File: src/rtl/rtc_flag_map.svh
// Register indices, field positions, reset values and timing counts.
`ifndef RTC_FLAG_MAP_SVH
`define RTC_FLAG_MAP_SVH

// Register indices; the byte address is four times the index.
`define RTC_IDX_RATE   6'h0A
`define RTC_IDX_ENABLE 6'h0B
`define RTC_IDX_FLAGS  6'h0C
`define RTC_IDX_BATT   6'h0D
`define RTC_IDX_ISTS   6'h10
`define RTC_IDX_IMASK  6'h11

// Event flag register and enable register bit positions.
`define RTC_BIT_IRQ_REQ  7
`define RTC_BIT_PERIODIC 6
`define RTC_BIT_ALARM    5
`define RTC_BIT_UPDATE   4

// Validity status register bit position.
`define RTC_BIT_VALID  7

// Interrupt status and mask bit positions.
`define RTC_IBIT_PERIODIC 0
`define RTC_IBIT_ALARM    1
`define RTC_IBIT_UPDATE   2

// Reset values.
`define RTC_RST_RATE   4'h0
`define RTC_RST_EVT    3'h0

// Periodic interval base, in clock cycles, shifted left by the rate.
`define RTC_PI_BASE_CYC 16

`endif

File: src/rtl/rtc_flag_pkg.sv
// Types shared by the event flag and status register block.
package rtc_flag_pkg;

   // One bit per event source.
   typedef struct packed {
      logic periodic;
      logic alarm;
      logic update;
   } evt_t;

   // Classic Wishbone request from the master.
   typedef struct packed {
      logic        cyc;
      logic        stb;
      logic        we;
      logic [7:0]  adr;
      logic [3:0]  sel;
      logic [31:0] dat;
   } wb_req_t;

   // Classic Wishbone answer to the master.
   typedef struct packed {
      logic        ack;
      logic [31:0] dat;
   } wb_rsp_t;

endpackage

File: src/rtl/periodic_timer.sv
// Periodic interval generator driven by the rate select field.
`timescale 1ns/1ps
`default_nettype none
`include "rtc_flag_map.svh"

module periodic_timer #(
   parameter int BASE_CYC = `RTC_PI_BASE_CYC,
   parameter int CNT_W    = 24
) (
   // Clock and reset.
   input  wire logic       clk_i,
   input  wire logic       rst_i,
   // Rate select, zero stops the timer.
   input  wire logic [3:0] rate_select_i,
   // One-cycle pulse per periodic interval.
   output logic            tick_o
);

   logic [CNT_W-1:0] cnt_r;
   logic [CNT_W-1:0] cnt_nxt;
   logic [3:0]       rate_r;
   logic [3:0]       rate_nxt;
   logic             tick_r;
   logic             tick_nxt;
   logic [CNT_W-1:0] limit;

   ////////////////////////////////////////////////////////////////////////
   // A rate change restarts the interval.
   always_comb begin
      limit    = CNT_W'(BASE_CYC) << rate_select_i;
      rate_nxt = rate_select_i;
      tick_nxt = 1'b0;
      cnt_nxt  = cnt_r + CNT_W'(1);
      if (rate_select_i == 4'h0 || rate_select_i != rate_r) begin
         cnt_nxt = '0;
      end else if (cnt_r >= limit - CNT_W'(1)) begin
         cnt_nxt  = '0;
         tick_nxt = 1'b1;
      end
   end

   always_ff @(posedge clk_i) begin
      if (rst_i) begin
         cnt_r  <= '0;
         rate_r <= `RTC_RST_RATE;
         tick_r <= 1'b0;
      end else begin
         cnt_r  <= cnt_nxt;
         rate_r <= rate_nxt;
         tick_r <= tick_nxt;
      end
   end

   assign tick_o = tick_r;
endmodule
`default_nettype wire

File: src/rtl/rtc_flag_status_regs.sv
// Event flag and battery validity status registers on classic Wishbone.
//
// Register access over Wishbone was chosen for this implementation.
`timescale 1ns/1ps
`default_nettype none
`include "rtc_flag_map.svh"

// Function
// - The request flag is set while any event flag and its enable are 1.
// - A read of the event flag register clears the request and event flags.
// - The periodic flag is set once per interval picked by rate select.
// - Unused bits of the flag and validity registers always read as 0.
// - The validity bit reads 1 while the backup source is good, else 0.
module rtc_flag_status_regs #(
   parameter int PI_BASE_CYC = `RTC_PI_BASE_CYC,
   parameter int PI_CNT_W    = 24
) (
   // Clock and reset.
   input  wire logic                 clk_i,
   input  wire logic                 rst_i,
   // Register bus.
   input  wire rtc_flag_pkg::wb_req_t wb_req_i,
   output var  rtc_flag_pkg::wb_rsp_t wb_rsp_o,
   // Event sources.
   input  wire logic                 alarm_match_i,
   input  wire logic                 update_end_i,
   input  wire logic                 battery_valid_i,
   // Interrupt.
   output logic                      irq_o
);
   import rtc_flag_pkg::*;

   ////////////////////////////////////////////////////////////////////////
   // Declarations.
   logic       ack_r;
   wb_rsp_t    rsp_r;
   wb_rsp_t    rsp_nxt;
   logic [3:0] rate_r;
   logic [3:0] rate_nxt;
   evt_t       en_r;
   evt_t       en_nxt;
   evt_t       flags_r;
   evt_t       flags_nxt;
   logic       irq_request_flag_r;
   logic       irq_request_flag_nxt;
   evt_t       ists_r;
   evt_t       ists_nxt;
   evt_t       mask_r;
   evt_t       mask_nxt;
   logic       irq_r;
   logic       irq_nxt;
   logic       batt_r;
   logic       batt_nxt;
   logic       take;
   logic       wr;
   logic       rd_flags;
   logic [5:0] idx;
   logic [7:0] rdata;
   logic [2:0] w1c;
   evt_t       evt_set;
   logic       periodic_tick;

   ////////////////////////////////////////////////////////////////////////
   // Periodic interval source.
   periodic_timer #(
      .BASE_CYC (PI_BASE_CYC),
      .CNT_W    (PI_CNT_W)
   ) u_timer (
      .clk_i         (clk_i),
      .rst_i         (rst_i),
      .rate_select_i (rate_r),
      .tick_o        (periodic_tick)
   );

   ////////////////////////////////////////////////////////////////////////
   // Bus decode and event collection.
   always_comb begin
      take     = wb_req_i.cyc & wb_req_i.stb & ~ack_r;
      idx      = wb_req_i.adr[7:2];
      wr       = take & wb_req_i.we & wb_req_i.sel[0];
      rd_flags = take & ~wb_req_i.we & (idx == `RTC_IDX_FLAGS);
      evt_set.periodic = periodic_tick;
      evt_set.alarm    = alarm_match_i;
      evt_set.update   = update_end_i;
   end

   ////////////////////////////////////////////////////////////////////////
   // Control registers.
   always_comb begin
      rate_nxt = rate_r;
      en_nxt   = en_r;
      mask_nxt = mask_r;
      if (wr && idx == `RTC_IDX_RATE) begin
         rate_nxt = wb_req_i.dat[3:0];
      end
      if (wr && idx == `RTC_IDX_ENABLE) begin
         en_nxt.periodic = wb_req_i.dat[`RTC_BIT_PERIODIC];
         en_nxt.alarm    = wb_req_i.dat[`RTC_BIT_ALARM];
         en_nxt.update   = wb_req_i.dat[`RTC_BIT_UPDATE];
      end
      if (wr && idx == `RTC_IDX_IMASK) begin
         mask_nxt.periodic = wb_req_i.dat[`RTC_IBIT_PERIODIC];
         mask_nxt.alarm    = wb_req_i.dat[`RTC_IBIT_ALARM];
         mask_nxt.update   = wb_req_i.dat[`RTC_IBIT_UPDATE];
      end
   end

   always_ff @(posedge clk_i) begin
      if (rst_i) begin
         rate_r <= `RTC_RST_RATE;
         en_r   <= `RTC_RST_EVT;
         mask_r <= `RTC_RST_EVT;
      end else begin
         rate_r <= rate_nxt;
         en_r   <= en_nxt;
         mask_r <= mask_nxt;
      end
   end

   ////////////////////////////////////////////////////////////////////////
   // Event flags, cleared by a read; a new event wins over the clear.
   always_comb begin
      flags_nxt = rd_flags ? evt_t'(3'h0) : flags_r;
      flags_nxt = flags_nxt | evt_set;
      irq_request_flag_nxt = rd_flags ? 1'b0 : irq_request_flag_r;
      irq_request_flag_nxt = irq_request_flag_nxt |
                             (|(flags_nxt & en_nxt));
   end

   always_ff @(posedge clk_i) begin
      if (rst_i) begin
         flags_r            <= `RTC_RST_EVT;
         irq_request_flag_r <= 1'b0;
      end else begin
         flags_r            <= flags_nxt;
         irq_request_flag_r <= irq_request_flag_nxt;
      end
   end

   ////////////////////////////////////////////////////////////////////////
   // Interrupt status, write one to clear, gated by the mask.
   always_comb begin
      w1c = 3'h0;
      if (wr && idx == `RTC_IDX_ISTS) begin
         w1c[2] = wb_req_i.dat[`RTC_IBIT_PERIODIC];
         w1c[1] = wb_req_i.dat[`RTC_IBIT_ALARM];
         w1c[0] = wb_req_i.dat[`RTC_IBIT_UPDATE];
      end
      ists_nxt = evt_t'(ists_r & ~w1c) | evt_set;
      irq_nxt  = |(ists_nxt & mask_nxt);
   end

   always_ff @(posedge clk_i) begin
      if (rst_i) begin
         ists_r <= `RTC_RST_EVT;
         irq_r  <= 1'b0;
      end else begin
         ists_r <= ists_nxt;
         irq_r  <= irq_nxt;
      end
   end

   assign irq_o = irq_r;

   ////////////////////////////////////////////////////////////////////////
   // Read data and acknowledge, one cycle after the request.
   always_comb begin
      rdata    = 8'h00;
      batt_nxt = battery_valid_i;
      case (idx)
         `RTC_IDX_RATE: begin
            rdata[3:0] = rate_r;
         end
         `RTC_IDX_ENABLE: begin
            rdata[`RTC_BIT_PERIODIC] = en_r.periodic;
            rdata[`RTC_BIT_ALARM]    = en_r.alarm;
            rdata[`RTC_BIT_UPDATE]   = en_r.update;
         end
         `RTC_IDX_FLAGS: begin
            rdata[`RTC_BIT_IRQ_REQ]  = irq_request_flag_r;
            rdata[`RTC_BIT_PERIODIC] = flags_r.periodic;
            rdata[`RTC_BIT_ALARM]    = flags_r.alarm;
            rdata[`RTC_BIT_UPDATE]   = flags_r.update;
         end
         `RTC_IDX_BATT: begin
            rdata[`RTC_BIT_VALID] = batt_r;
         end
         `RTC_IDX_ISTS: begin
            rdata[`RTC_IBIT_PERIODIC] = ists_r.periodic;
            rdata[`RTC_IBIT_ALARM]    = ists_r.alarm;
            rdata[`RTC_IBIT_UPDATE]   = ists_r.update;
         end
         `RTC_IDX_IMASK: begin
            rdata[`RTC_IBIT_PERIODIC] = mask_r.periodic;
            rdata[`RTC_IBIT_ALARM]    = mask_r.alarm;
            rdata[`RTC_IBIT_UPDATE]   = mask_r.update;
         end
         default: begin
            rdata = 8'h00;
         end
      endcase
      rsp_nxt.ack = take;
      rsp_nxt.dat = '0;
      if (take && !wb_req_i.we) begin
         rsp_nxt.dat[7:0] = rdata;
      end
   end

   always_ff @(posedge clk_i) begin
      if (rst_i) begin
         rsp_r  <= '0;
         batt_r <= 1'b0;
      end else begin
         rsp_r  <= rsp_nxt;
         batt_r <= batt_nxt;
      end
   end

   assign ack_r    = rsp_r.ack;
   assign wb_rsp_o = rsp_r;

   logic rd_flags_ack;
   logic rd_batt_ack;
   assign rd_flags_ack = rsp_r.ack & ~wb_req_i.we &
                         (idx == `RTC_IDX_FLAGS);
   assign rd_batt_ack  = rsp_r.ack & ~wb_req_i.we &
                         (idx == `RTC_IDX_BATT);
endmodule
`default_nettype wire

File: config.mk
export PLATFORM = sky130hd
export DESIGN_NAME = rtc_flag_status_regs
export DESIGN_NICKNAME = d
export VERILOG_FILES = /design/src/rtl/rtc_flag_pkg.sv /design/src/rtl/periodic_timer.sv /design/src/rtl/rtc_flag_status_regs.sv
export VERILOG_INCLUDE_DIRS = /design/src /design/src/rtl
export SDC_FILE = /design/constraint.sdc
export NUM_CORES = 1
export LEC_CHECK = 0
export ABC_AREA = 1
export BUFFER_PORTS_ARGS = -buffer_cell sky130_fd_sc_hd__clkbuf_2
export CAP_MARGIN = 20
export CORE_MARGIN = 10
export CORE_UTILIZATION = 45
export DETAILED_ROUTE_END_ITERATION = 16
export GPL_TIMING_DRIVEN = 0
export PLACE_DENSITY_LB_ADDON = 0.15
export REMOVE_ABC_BUFFERS = 1
export SYNTH_ARGS = -nofsm -noshare
export SYNTH_HDL_FRONTEND = slang
export SYNTH_SLANG_ARGS = --single-unit
File: constraint.sdc
create_clock -name clk_i -period 5.89 [get_ports clk_i]
set_input_delay 0.2945 -clock clk_i [delete_from_list [all_inputs] [get_ports clk_i]]
set_output_delay 0.2945 -clock clk_i [all_outputs]
set_load 0.1 [all_outputs]
# After elaboration in Yosys (flattened, before gate mapping)
# Cells that the tools add are included.
# Widths: inputs -> output; s select.
# classes
n_lt_le_gt_ge	1
n_bitwise	17
n_div	0
reduce_logical	14
addsub	2
n_mul	0
muxes	9
shift	1
eq_ne	7
# op_table
operator	n
$add 24x1->24 const B	1
$eq 6x4->1 const B	4
$ge 24x24->1	1
$shl 5x4->24 const A	1
$sub 24x1->24 const B	1
$eq 6x5->1 const B	2
$mux 3	4
$reduce_or 3->1	4
$and 3x3->3	3
$pmux 3 s3	1
$and 1x1->1	6
$or 3x3->3	2
$pmux 3 s2	1
$logic_and 1x1->1	5
$logic_not 4->1	1
$ne 4x4->1	1
$not 1->1	4
$reduce_or 2->1	2
$not 3->3	1
$mux 1	2
$pmux 1 s2	1
$logic_not 1->1	1
$logic_or 1x1->1	1
$or 1x1->1	1
# word_totals
latch_bits	0
wordCells	74
ram_bits	0
mem_bits_ro	0
in_bits	52
memories	0
ff_bits	81

# Logic depth before layout (Yosys ltp)
# Gate-level depths: netlist (run 1).
# logic_depth
depth_word	11
mapped_depth	20
mapped_depth_nobuf	19

# Hierarchy
# Synthesis (run 1) repeated with hierarchy kept, for this count alone.
# hier_totals
cells_unflattened	536
hier_area_um2	3679.8
# by_module_without_submodules
mod	area_per_inst_um2	n_inst	cells_per_inst
periodic_timer	2254.7	1	340
rtc_flag_status_regs	1425.1	1	196

# Worst setup path before layout (run 1)
# Ideal clock, no wire load.
# synth_path
path_kind	register to register
startpoint	register rate_r[3]
endpoint	register u_timer.cnt_r[10]
stages_incl_launch_ff	18
setup_slack_ps	3181
arrival_ps	2589
path_buffers	2
cell_sequence	dfxtp_1 inv_2 buf_2 nand4_1 ha_1 nand2_1 a31oi_1 o21ai_1 xor2_1 ha_1 nand2_1 inv_1 nand3_1 a21oi_1 nor2_4 nand2_4 buf_12 nor2_4
# synth_via
elab_chain_cells	4
elab_cells_between_ends	7
cone_classes	1 x add/sub; 1 x order compare; 1 x eq/ne; 1 x shift; 3 x reduce/logical
# synth_lines
element	line_no	rtl
from (decl)	rtc_flag_status_regs.sv:38	logic [3:0] rate_r;
from (signal assigned)	rtc_flag_status_regs.sv:110	rate_r <= `RTC_RST_RATE;
from (signal assigned)	rtc_flag_status_regs.sv:114	rate_r <= rate_nxt;
$shl 5x4->24	periodic_timer.sv:30	limit = CNT_W'(BASE_CYC) << rate_select_i;
$sub 24x1->24	periodic_timer.sv:36	end else if (cnt_r >= limit - CNT_W'(1)) begin
$ge 24x24->1	periodic_timer.sv:36	
$reduce_or 3->1 (no line) *	-	
to (signal assigned)	periodic_timer.sv:48	cnt_r <= cnt_nxt;
to (decl)	periodic_timer.sv:19	logic [CNT_W-1:0] cnt_r;
# Every way passes the cells marked *; elsewhere a longest branch is shown, timed or not.
# A chain may end at the register's enable or synchronous reset.

# Worst setup path after layout (run 1)
# layout_path
startpoint	register rate_r[2]
endpoint	register u_timer.cnt_r[23]
# Same word-level chain as after synthesis.

==> results of run 1 <==
registers in the layout, indices dropped and copies added (netlist names):
name	count
ack_r	1
batt_r	1
en_r	3
flags_r	3
irq_o	1
irq_request_flag_r	1
ists_r	3
mask_r	3
rate_r	4
u_timer.cnt_r	24
u_timer.rate_r	4
u_timer.tick_o	1
wb_rsp_o	8
report_power, final:
| group | internal (mW) | switching [mW] | total [mW] |
|---|---|---|---|
| Sequential | 0.388 | 0.00137 | 0.389 |
| Combinational | 0.0112 | 0.0880 | 0.0992 |
| Clock | 0.162 | 0.156 | 0.319 |
routing by layer:
| metal | vias up | share of wire |
|---|---|---|
| li1 | 1640 | - |
| met1 | 1360 | 0.47 |
| met2 | 78 | 0.45 |
| met3 | 16 | 0.063 |
| met4 | 0 | 0.020 |
| met5 | - | 0 |
cell type report:
class / count / area (µm²)
Multi-Input combinational cell: 386 / 2170
Inverter: 60 / 225
Sequential cell: 57 / 1140
Tap cell: 102 / 128
Clock buffer: 11 / 141
Fill cell: 800 / 3850
Timing Repair Buffer: 31 / 155
Clock inverter: 5 / 31.3
worst paths after layout:
kind	startpoint	to	depth (start not counted)
max	rate_r[2]$_SDFFE_PP0P_	u_timer.cnt_r[23]$_SDFF_PP0_	15
min	battery_valid_i	batt_r$_SDFF_PP0_	3
max reg2reg	rate_r[2]$_SDFFE_PP0P_	u_timer.cnt_r[23]$_SDFF_PP0_	15
min reg2reg	en_r[2]$_SDFF_PP0_	wb_rsp_o[6]$_SDFF_PP0_	2
worst max-delay path: stages, from the launching register on:
cell and delay [ns]:
dfxtp_1 0.58, inv_1 0.20, nand4_1 0.12, ha_1 0.27, nand2_1 0.17, a31oi_1 0.24, o21ai_1 0.12, xor2_1 0.17
ha_1 0.28, nand2_1 0.05, inv_1 0.07, nand3_1 0.12, a21oi_1 0.25, nor2_4 0.09, nand2_4 0.47, nor2_1 0.10
synthesized netlist by cell type (4+ instances only):
| cell | n | area share |
|---|---|---|
| ha_1 | 22 | 0.075 |
| nor2_4 | 27 | 0.082 |
| o21ai_0 | 9 | 0.012 |
| nand4_1 | 7 | 0.012 |
| buf_4 | 25 | 0.051 |
| inv_2 | 5 | 0.0051 |
| dfxtp_1 | 57 | 0.31 |
| xnor2_1 | 7 | 0.017 |
| nor2_1 | 51 | 0.052 |
| inv_1 | 55 | 0.056 |
| nor2_2 | 4 | 0.0068 |
| nor3_1 | 5 | 0.0068 |
| nand3_1 | 31 | 0.042 |
| xor2_1 | 15 | 0.036 |
| a21oi_1 | 27 | 0.037 |
| nand2_1 | 131 | 0.13 |
kinds of logic after synthesis:
group	after synthesis	synth area share
AO/OA/AOI/OAI	48	0.0755
buffers and inverters	92	0.129
other	2	0.00203
adder cells (fa/ha/maj)	22	0.0745
XOR/XNOR	22	0.0522
AND/OR/NAND/NOR	267	0.358
flip-flops	57	0.309
cell usage in the layout, fill, tap and decap left out, types with 4 or more instances in the layout:
cell	Yosys	routed
nand2_1	131	131
dfxtp_1	57	57
inv_1	55	55
nor2_1	51	51
nand3_1	31	31
clkbuf_2	0	31
a21oi_1	27	27
nor2_4	27	27
conb_1	2	27
ha_1	22	22
xor2_1	15	15
clkbuf_8	0	10
o21ai_0	9	9
xnor2_1	7	7
nand4_1	7	7
inv_2	5	5
nor3_1	5	5
nor2_2	4	4
==> flow_metrics.env, run 1 <==
export IMPL_dr_first_iter_drc_count=103
export IMPL_avgSynthCellArea_um2=7.24
export IMPL_holdWs_ns=0.146
export IMPL_synth_seq_cells=57
export IMPL_leakage_nw=1.69
export IMPL_wl_per_cell_um=12.0
export IMPL_postLayoutSetupSlackWorst_ns=2.43
export IMPL_grt_busiest_layer="met2"
export IMPL_ff2ff_setup_slack_ns=2.43
export IMPL_place_ws_ns=2.43
export IMPL_post_place_cells=636
export IMPL_final_min_clock_period_ns=3.46
export IMPL_clk_path_buf_depth=2
export IMPL_grt_usage=0.130
export IMPL_async_reset_ff_frac=0
export IMPL_slew_headroom=0.577
export IMPL_cts_resized=0
export IMPL_cp_max_fo=23
export IMPL_tns_ns=0
export IMPL_firstDrtPassIters=6
export IMPL_synth_ff_type="dfxtp_1"
export IMPL_ioPinCount=86
export IMPL_ant_nets=0
export IMPL_htree_levels=3
export IMPL_worst_pin_slew_ns=0.634
export IMPL_end_kind="flop"
export IMPL_core_area_mm2=0.00785
export IMPL_clock_sinks=57
export IMPL_cts_hold_buf=0
export IMPL_design_area_mm2=0.00399
export IMPL_final_cells=652
export IMPL_dieArea_mm2=0.0122
export IMPL_path_clk_slew_ns=0.07
export IMPL_syn_inst=510
export IMPL_cap_violations=0
export IMPL_slew_violations=0
export IMPL_clk_latency_ns=0.34
export IMPL_cts_buffers=9
export IMPL_use_met1=0.165
export IMPL_fin_crit_sh=0.588
export IMPL_area_growth_syn_to_layout_pct=8.10
export IMPL_syn_area_mm2=0.00369
export IMPL_viasPerCell=4.75
export IMPL_startpoint_type="flop"
export IMPL_gp_congestion=0.850
export IMPL_skew_ns=0.0127
export IMPL_place_detailed_hpwl_um=6250
export IMPL_hold_violations=0
export IMPL_portBuffers=31
export IMPL_worst_setup_path_type="reg2reg"
export IMPL_grt_pass1_vias=2951
export IMPL_arrival_ns=3.66
export IMPL_setup_viol=0
export IMPL_antenna_found_initial=0
export IMPL_cts_root_buf="clkbuf_8"
export IMPL_finalPower_mw=0.807
export IMPL_grt_pass1_wl_um=13600
export IMPL_ir_worst_vdd_v=0.000133
export IMPL_drc=0
export IMPL_drive_gt1_frac=0.164
export IMPL_fmax_ghz=0.289
export IMPL_post_cts_buffers=0
export IMPL_hold_class="in2reg"
export IMPL_die_h_um=111
export IMPL_grt_max_degree=24
export IMPL_placed_cell_area_mm2=0.00382
export IMPL_die_w_um=111
export IMPL_nets=619
export IMPL_gr_usage_met3=0.0346
export IMPL_powerDensity_mw_per_mm2=202
export IMPL_yosysWarnings=0
export IMPL_grt_ovfl_total=0
export IMPL_cts_tree="built"
export IMPL_synth_edf_count=0
export IMPL_synth_distinct_cells=34
export IMPL_worstPathRequired_ns=6.09
export IMPL_diodes=0
export IMPL_vias=3094
export IMPL_outcome="complete, no violations"
export IMPL_rsz0062_at_grt="false"
export IMPL_seq_area_frac_synth=0.309
export IMPL_rows=32
export IMPL_start_util=0.471
export IMPL_grt_use_met2=0.200
export IMPL_wl_um=7830
export IMPL_post_route_util=0.509
Note: power is estimated with default switching activity, not from simulation.
==> run 2, diff against run 1 <==
==> constraint.sdc (replaced) <==
create_clock -name clk_i -period 2.9 [get_ports clk_i]
set_input_delay 0.145 -clock clk_i [delete_from_list [all_inputs] [get_ports clk_i]]
set_output_delay 0.145 -clock clk_i [all_outputs]
set_load 0.1 [all_outputs]
==> run 2 against run 1 <==
Routed wire length increased by 7.6%; first-iteration DRC count decreased by 6.8%; sequential share of layout area decreased by 1.5 points; combinational power increased by 110%; fmax increased by 27%; clock skew decreased by 0.0014 ns; largest cell class unchanged; critical endpoint is now u_timer.cnt_r[16]$_SDFF_PP0_; power increased by 100%; non-clock buffer count increased by 14.
==> flow_metrics.env, run 2 (same netlist as run 1, synthesis figures left out) <==
export IMPL_r2r_start="rate_r[1]$_SDFFE_PP0P_"
export IMPL_reg2reg_to="u_timer.cnt_r[16]$_SDFF_PP0_"
export IMPL_end_kind="flop"
export IMPL_skew_ns=0.0113
export IMPL_n_fill_cell=778
export IMPL_regMostFlops="u_timer.cnt_r"
export IMPL_ioPinCount=86
export IMPL_critical_path_buf_inv_count=3
export IMPL_worstSetupPathDepth=18
export IMPL_post_place_cells=636
export IMPL_rr_worst_depth=18
export IMPL_area_growth_syn_to_layout_pct=15.0
export IMPL_cap_violations=0
export IMPL_drc=0
export IMPL_wl_per_cell_um=12.6
export IMPL_clk_latency_ns=0.34
export IMPL_final_cell_mix="130 x nand2_1, 55 x inv_1, 53 x dfxtp_1"
export IMPL_htree_levels=3
export IMPL_viasPerCell=4.76
export IMPL_gp_congestion=0.850
export IMPL_setup_viol=0
export IMPL_diodes=0
export IMPL_ir_worst_vdd_v=0.000271
export IMPL_dr_first_iter_drc_count=96
export IMPL_holdWs_ns=0.0740
export IMPL_slew_violations=0
export IMPL_worst_pin_slew_ns=0.557
export IMPL_placed_cell_area_mm2=0.00382
export IMPL_largest_register_ffs=24
export IMPL_worstPathRequired_ns=3.12
export IMPL_critPathSlowestCell="dfxtp_4"
export IMPL_place_detailed_hpwl_um=6250
export IMPL_vias=3186
export IMPL_final_cells=669
export IMPL_crit_chain="clkinv_4 -> nand2_2 -> nor2_2 -> nand2_2 -> ha_4 -> nand2_4 -> a31oi_4 -> o21ai_1 -> xor2_1 -> ha_1 -> nand2_1 -> inv_1 -> nand3_1 -> a21oi_1 -> nor2_4 -> buf_12 -> nand2_8 -> nor2_4"
export IMPL_regArea_mm2=0.00115
export IMPL_powerDensity_mw_per_mm2=387
export IMPL_grt_usage=0.136
export IMPL_rows=32
export IMPL_grt_max_degree=22
export IMPL_hold_violations=0
export IMPL_nets=636
export IMPL_outcome="complete, no violations"
export IMPL_slew_headroom=0.630
export IMPL_grt_pass1_vias=3008
export IMPL_clk_path_buf_depth=2
export IMPL_die_h_um=111
export IMPL_layout_commonest_cell="nand2_1"
export IMPL_worst_setup_path_type="reg2reg"
export IMPL_ant_nets=0
export IMPL_cts_root_buf="clkbuf_8"
export IMPL_core_area_mm2=0.00785
export IMPL_antenna_found_initial=0
export IMPL_arrival_ns=2.95
export IMPL_slowest_delay_ns=0.38
export IMPL_hold_class="in2reg"
export IMPL_start_util=0.471
export IMPL_portBuffers=31
export IMPL_design_area_mm2=0.00425
export IMPL_startpoint_type="flop"
export IMPL_multi_input_area_mm2=0.00228
export IMPL_drive_gt1_frac=0.205
export IMPL_whs_path_depth=3
export IMPL_ff2ff_setup_slack_ns=0.17
export IMPL_fin_crit_sh=0.940
export IMPL_wl_um=8430
export IMPL_cp_top_family="simple AND/OR/NAND/NOR gates"
export IMPL_cts_tree="built"
export IMPL_clock_sinks=57
export IMPL_firstDrtPassIters=4
export IMPL_cp_max_fo=9
export IMPL_grt_pass1_wl_um=14100
export IMPL_leakage_nw=1.79
export IMPL_die_w_um=111
export IMPL_dieArea_mm2=0.0122
export IMPL_grt_ovfl_total=0
export IMPL_holdCritStartpoint="wb_req_i[6]"
export IMPL_final_min_clock_period_ns=2.73
export IMPL_min_to="en_r[2]$_SDFF_PP0_"
export IMPL_path_clk_slew_ns=0.07
export IMPL_cts_buffers=9
export IMPL_fmax_ghz=0.367
[run 2: through the flow]
stage	setup TNS, ns	total power, mW	setup slack, ns	utilization
final	0	1.64	0.174	0.541
after global routing	-0.0482	1.70	-0.0172	0.541
after CTS	0	1.66	0.00217	0.523
after detailed placement	-10.84	1.01	-0.556	0.487
after global placement	-11.30	1.01	-0.567	0.487
after floorplan	-0.134	0.978	-0.0535	-
[run 2: layout make-up]
class / count / area share
Clock buffer: 11 / 0.0333
Clock inverter: 5 / 0.00736
Inverter: 60 / 0.0554
Multi-Input combinational cell: 389 / 0.537
Sequential cell: 57 / 0.271
Tap cell: 102 / 0.0300
Timing Repair Buffer: 45 / 0.0657
[run 2: worst max-delay path by stage]
| stage | from | to | slack [ns] |
|---|---|---|---|
| 6_report | rate_r[1]$_SDFFE_PP0P_ | u_timer.cnt_r[16]$_SDFF_PP0_ | 0.17 |
| 3_5_place_dp | rate_r[2]$_SDFFE_PP0P_ | u_timer.cnt_r[23]$_SDFF_PP0_ | -0.56 |
| 4_1_cts | rate_r[1]$_SDFFE_PP0P_ | u_timer.cnt_r[1]$_SDFF_PP0_ | 0.002 |
| 5_1_grt | rate_r[1]$_SDFFE_PP0P_ | u_timer.cnt_r[16]$_SDFF_PP0_ | -0.02 |
| 3_3_place_gp | rate_r[2]$_SDFFE_PP0P_ | u_timer.cnt_r[22]$_SDFF_PP0_ | -0.57 |
| 2_1_floorplan | rate_r[2]$_SDFFE_PP0P_ | u_timer.cnt_r[22]$_SDFF_PP0_ | -0.05 |
[run 2: repair_timing]
action,in CTS,in global routing
endpoints found under the setup margin,25,25
hold buffers,1,0
buffers inserted,2,11
gates cloned,3,0
pin swaps,2,2
resized for setup,10,15
endpoints found under the hold margin,1,0
[run 2: layer usage]
layer  global-route usage  vias to the layer above  routed length (µm)
li1                     -                     1679                   -
met3               0.0346                       16                 425
met1                0.176                     1429                4040
met2                0.209                       62                3850
met5                    0                        -                   0
met4               0.0561                        0                 119
[run 2: power by group]
group	internal, mW	switching, mW
Clock	0.330	0.321
Combinational	0.0243	0.180
Sequential	0.786	0.00274
[run 2: worst reg2reg max path: cells and delay by family (launching register included)]
kind            cells  cell delay (ns)
flops               1             0.38
buf+inv             3             0.31
xor+xnor            1             0.17
simple gates        9             0.76
fa+ha+maj           2             0.47
compound gates      3             0.54
==> run 3, diff against run 2 <==
--- a/config.mk
+++ b/config.mk
@@ -13,7 +13,7 @@
 export CORE_UTILIZATION = 45
 export DETAILED_ROUTE_END_ITERATION = 16
 export GPL_TIMING_DRIVEN = 0
-export PLACE_DENSITY_LB_ADDON = 0.15
+export PLACE_DENSITY = 0.81
 export REMOVE_ABC_BUFFERS = 1
 export SYNTH_ARGS = -nofsm -noshare
 export SYNTH_HDL_FRONTEND = slang
==> run 3 against run 2 <==
Non-clock buffer count is 6 lower; critical endpoint is now u_timer.cnt_r[13]$_SDFF_PP0_; critical path depth is 2 higher; fmax is 1.3% lower; critical path type unchanged; global-route usage is 0.087 points lower.
==> flow_metrics.env, run 3 (same netlist as run 1, synthesis figures left out) <==
export IMPL_outcome="complete, no violations"
export IMPL_die_h_um=111
export IMPL_post_route_util=0.539
export IMPL_grt_usage=0.135
export IMPL_die_w_um=111
export IMPL_worst_pin_slew_ns=0.552
export IMPL_grt_max_degree=22
export IMPL_leakage_nw=1.78
export IMPL_placed_cell_area_mm2=0.00382
export IMPL_clkPwrFrac=0.452
export IMPL_viasPerCell=4.99
export IMPL_drc=0
export IMPL_ant_nets=0
export IMPL_grt_pass1_vias=3236
export IMPL_path_clk_slew_ns=0.07
export IMPL_drive_gt1_frac=0.193
export IMPL_p_sw_frac=0.285
export IMPL_end_kind="flop"
export IMPL_rows=32
export IMPL_portBuffers=31
export IMPL_cts_buffers=9
export IMPL_diodes=0
export IMPL_cap_violations=0
export IMPL_layout_commonest_cell="nand2_1"
export IMPL_p_comb_frac=0.112
export IMPL_final_cell_mix="130 x nand2_1, 55 x inv_1, 54 x dfxtp_1"
export IMPL_p_switching_mw=0.516
export IMPL_htree_levels=3
export IMPL_worstPathRequired_ns=3.18
export IMPL_cts_root_buf="clkbuf_8"
export IMPL_slew_headroom=0.633
export IMPL_firstDrtPassIters=5
export IMPL_area_growth_syn_to_layout_pct=14.6
export IMPL_vias=3309
export IMPL_wl_um=8640
export IMPL_dieArea_mm2=0.0122
export IMPL_cp_max_fo=13
export IMPL_skew_ns=0.0106
export IMPL_clk_latency_ns=0.34
export IMPL_regMostFlops="u_timer.cnt_r"
export IMPL_fin_crit_sh=0.952
export IMPL_grt_ovfl_total=0
export IMPL_dr_first_iter_drc_count=211
export IMPL_intPower_mw=1.29
export IMPL_ioPinCount=86
export IMPL_clock_sinks=57
export IMPL_fmax_ghz=0.362
export IMPL_finalPower_mw=1.81
export IMPL_wl_per_cell_um=13.0
export IMPL_hold_class="in2reg"
export IMPL_antenna_found_initial=0
export IMPL_clk_path_buf_depth=2
export IMPL_ir_worst_vdd_v=0.000270
export IMPL_largest_register_ffs=24
export IMPL_setup_viol=0
export IMPL_final_min_clock_period_ns=2.76
export IMPL_arrival_ns=3.04
export IMPL_tns_ns=0
export IMPL_place_detailed_hpwl_um=6210
export IMPL_design_area_mm2=0.00423
export IMPL_start_util=0.471
export IMPL_startpoint_type="flop"
export IMPL_grt_pass1_wl_um=14200
export IMPL_holdWs_ns=0.0710
export IMPL_worst_setup_path_type="reg2reg"
export IMPL_core_area_mm2=0.00785
export IMPL_slew_violations=0
export IMPL_powerDensity_mw_per_mm2=428
export IMPL_hold_violations=0
export IMPL_gp_congestion=0.847
export IMPL_cts_tree="built"
export IMPL_seq_power_share=0.436
export IMPL_nets=630
==> run 3: cell count changes in the layout (fill, tap and decap cells not counted), sizes merged <==
cell,delta
buf,-6
bufinv,+2
clkbuf,-2
clkinv,-1
inv,+1
==> run 3: repair_timing <==
item | 4_1_cts | 5_1_grt
hold buffers | 1 | 0
gates cloned | 2 | 1
hold endpoints to repair | 1 | 0
endpoints found under the setup margin | 25 | 25
pin swaps | 2 | 3
setup buffers | 2 | 5
gates resized for setup | 10 | 9
==> run 3: critical path, cell delays in order, from the launching register on <==
cell and delay, ns:
dfxtp_4 0.39, inv_6 0.07, nand2_2 0.10, nor2_4 0.04, nand2_2 0.10, ha_4 0.19
nand2_4 0.08, a31oi_2 0.19, o21ai_1 0.11, xor2_1 0.16, ha_1 0.29, nand2_1 0.07
inv_1 0.04, nand2_1 0.05, nor2_1 0.04, nor2_1 0.12, nand2_1 0.10, nor2_4 0.13
buf_12 0.17, nand2_8 0.11, nor2_4 0.12
==> run 3: layout make-up <==
type,count,area [µm²]
Multi-Input combinational cell,389,2270
Tap cell,102,128
Clock inverter,7,95.1
Inverter,60,233
Clock buffer,9,124
Fill cell,703,3610
Timing Repair Buffer,39,230
Sequential cell,57,1150
==> run 3: through the flow <==
| step | cells | setup WS, ns |
|---|---|---|
| after CTS | 657 | 0.00999 |
| final | 663 | 0.139 |
| after global placement | 636 | -0.424 |
| after floorplan | 503 | -0.0535 |
| after detailed placement | 636 | -0.577 |
| after global routing | 663 | -0.00678 |
==> run 3: metal layers <==
metal | up-vias | global-route usage | routed length [µm]
li1 | 1667 | - | -
met1 | 1493 | 0.147 | 3520
met2 | 131 | 0.234 | 4280
met3 | 18 | 0.0427 | 675
met4 | 0 | 0.0587 | 161
met5 | - | 0 | 0
==> run 3: power by group through the flow <==
stage / logic (mW) / clock network [mW] / registers (mW)
floorplan: 0.166 / 0 / 0.812
global placement: 0.197 / 0 / 0.808
detailed placement: 0.199 / 0 / 0.808
CTS: 0.201 / 0.828 / 0.789
global route: 0.214 / 0.867 / 0.789
finish: 0.203 / 0.818 / 0.789
==> run 3: path summary, 6_finish.rpt <==
| path | cells after the start | from | slack [ns] | endpoint |
|---|---|---|---|---|
| setup / recovery | 20 | rate_r[1]$_SDFFE_PP0P_ | 0.14 | u_timer.cnt_r[13]$_SDFF_PP0_ |
| setup reg to reg | 20 | rate_r[1]$_SDFFE_PP0P_ | 0.14 | u_timer.cnt_r[13]$_SDFF_PP0_ |
| hold reg to reg | 2 | en_r[0]$_SDFF_PP0_ | 0.46 | wb_rsp_o[4]$_SDFF_PP0_ |
| hold / removal | 3 | wb_req_i[4] | 0.07 | en_r[0]$_SDFF_PP0_ |
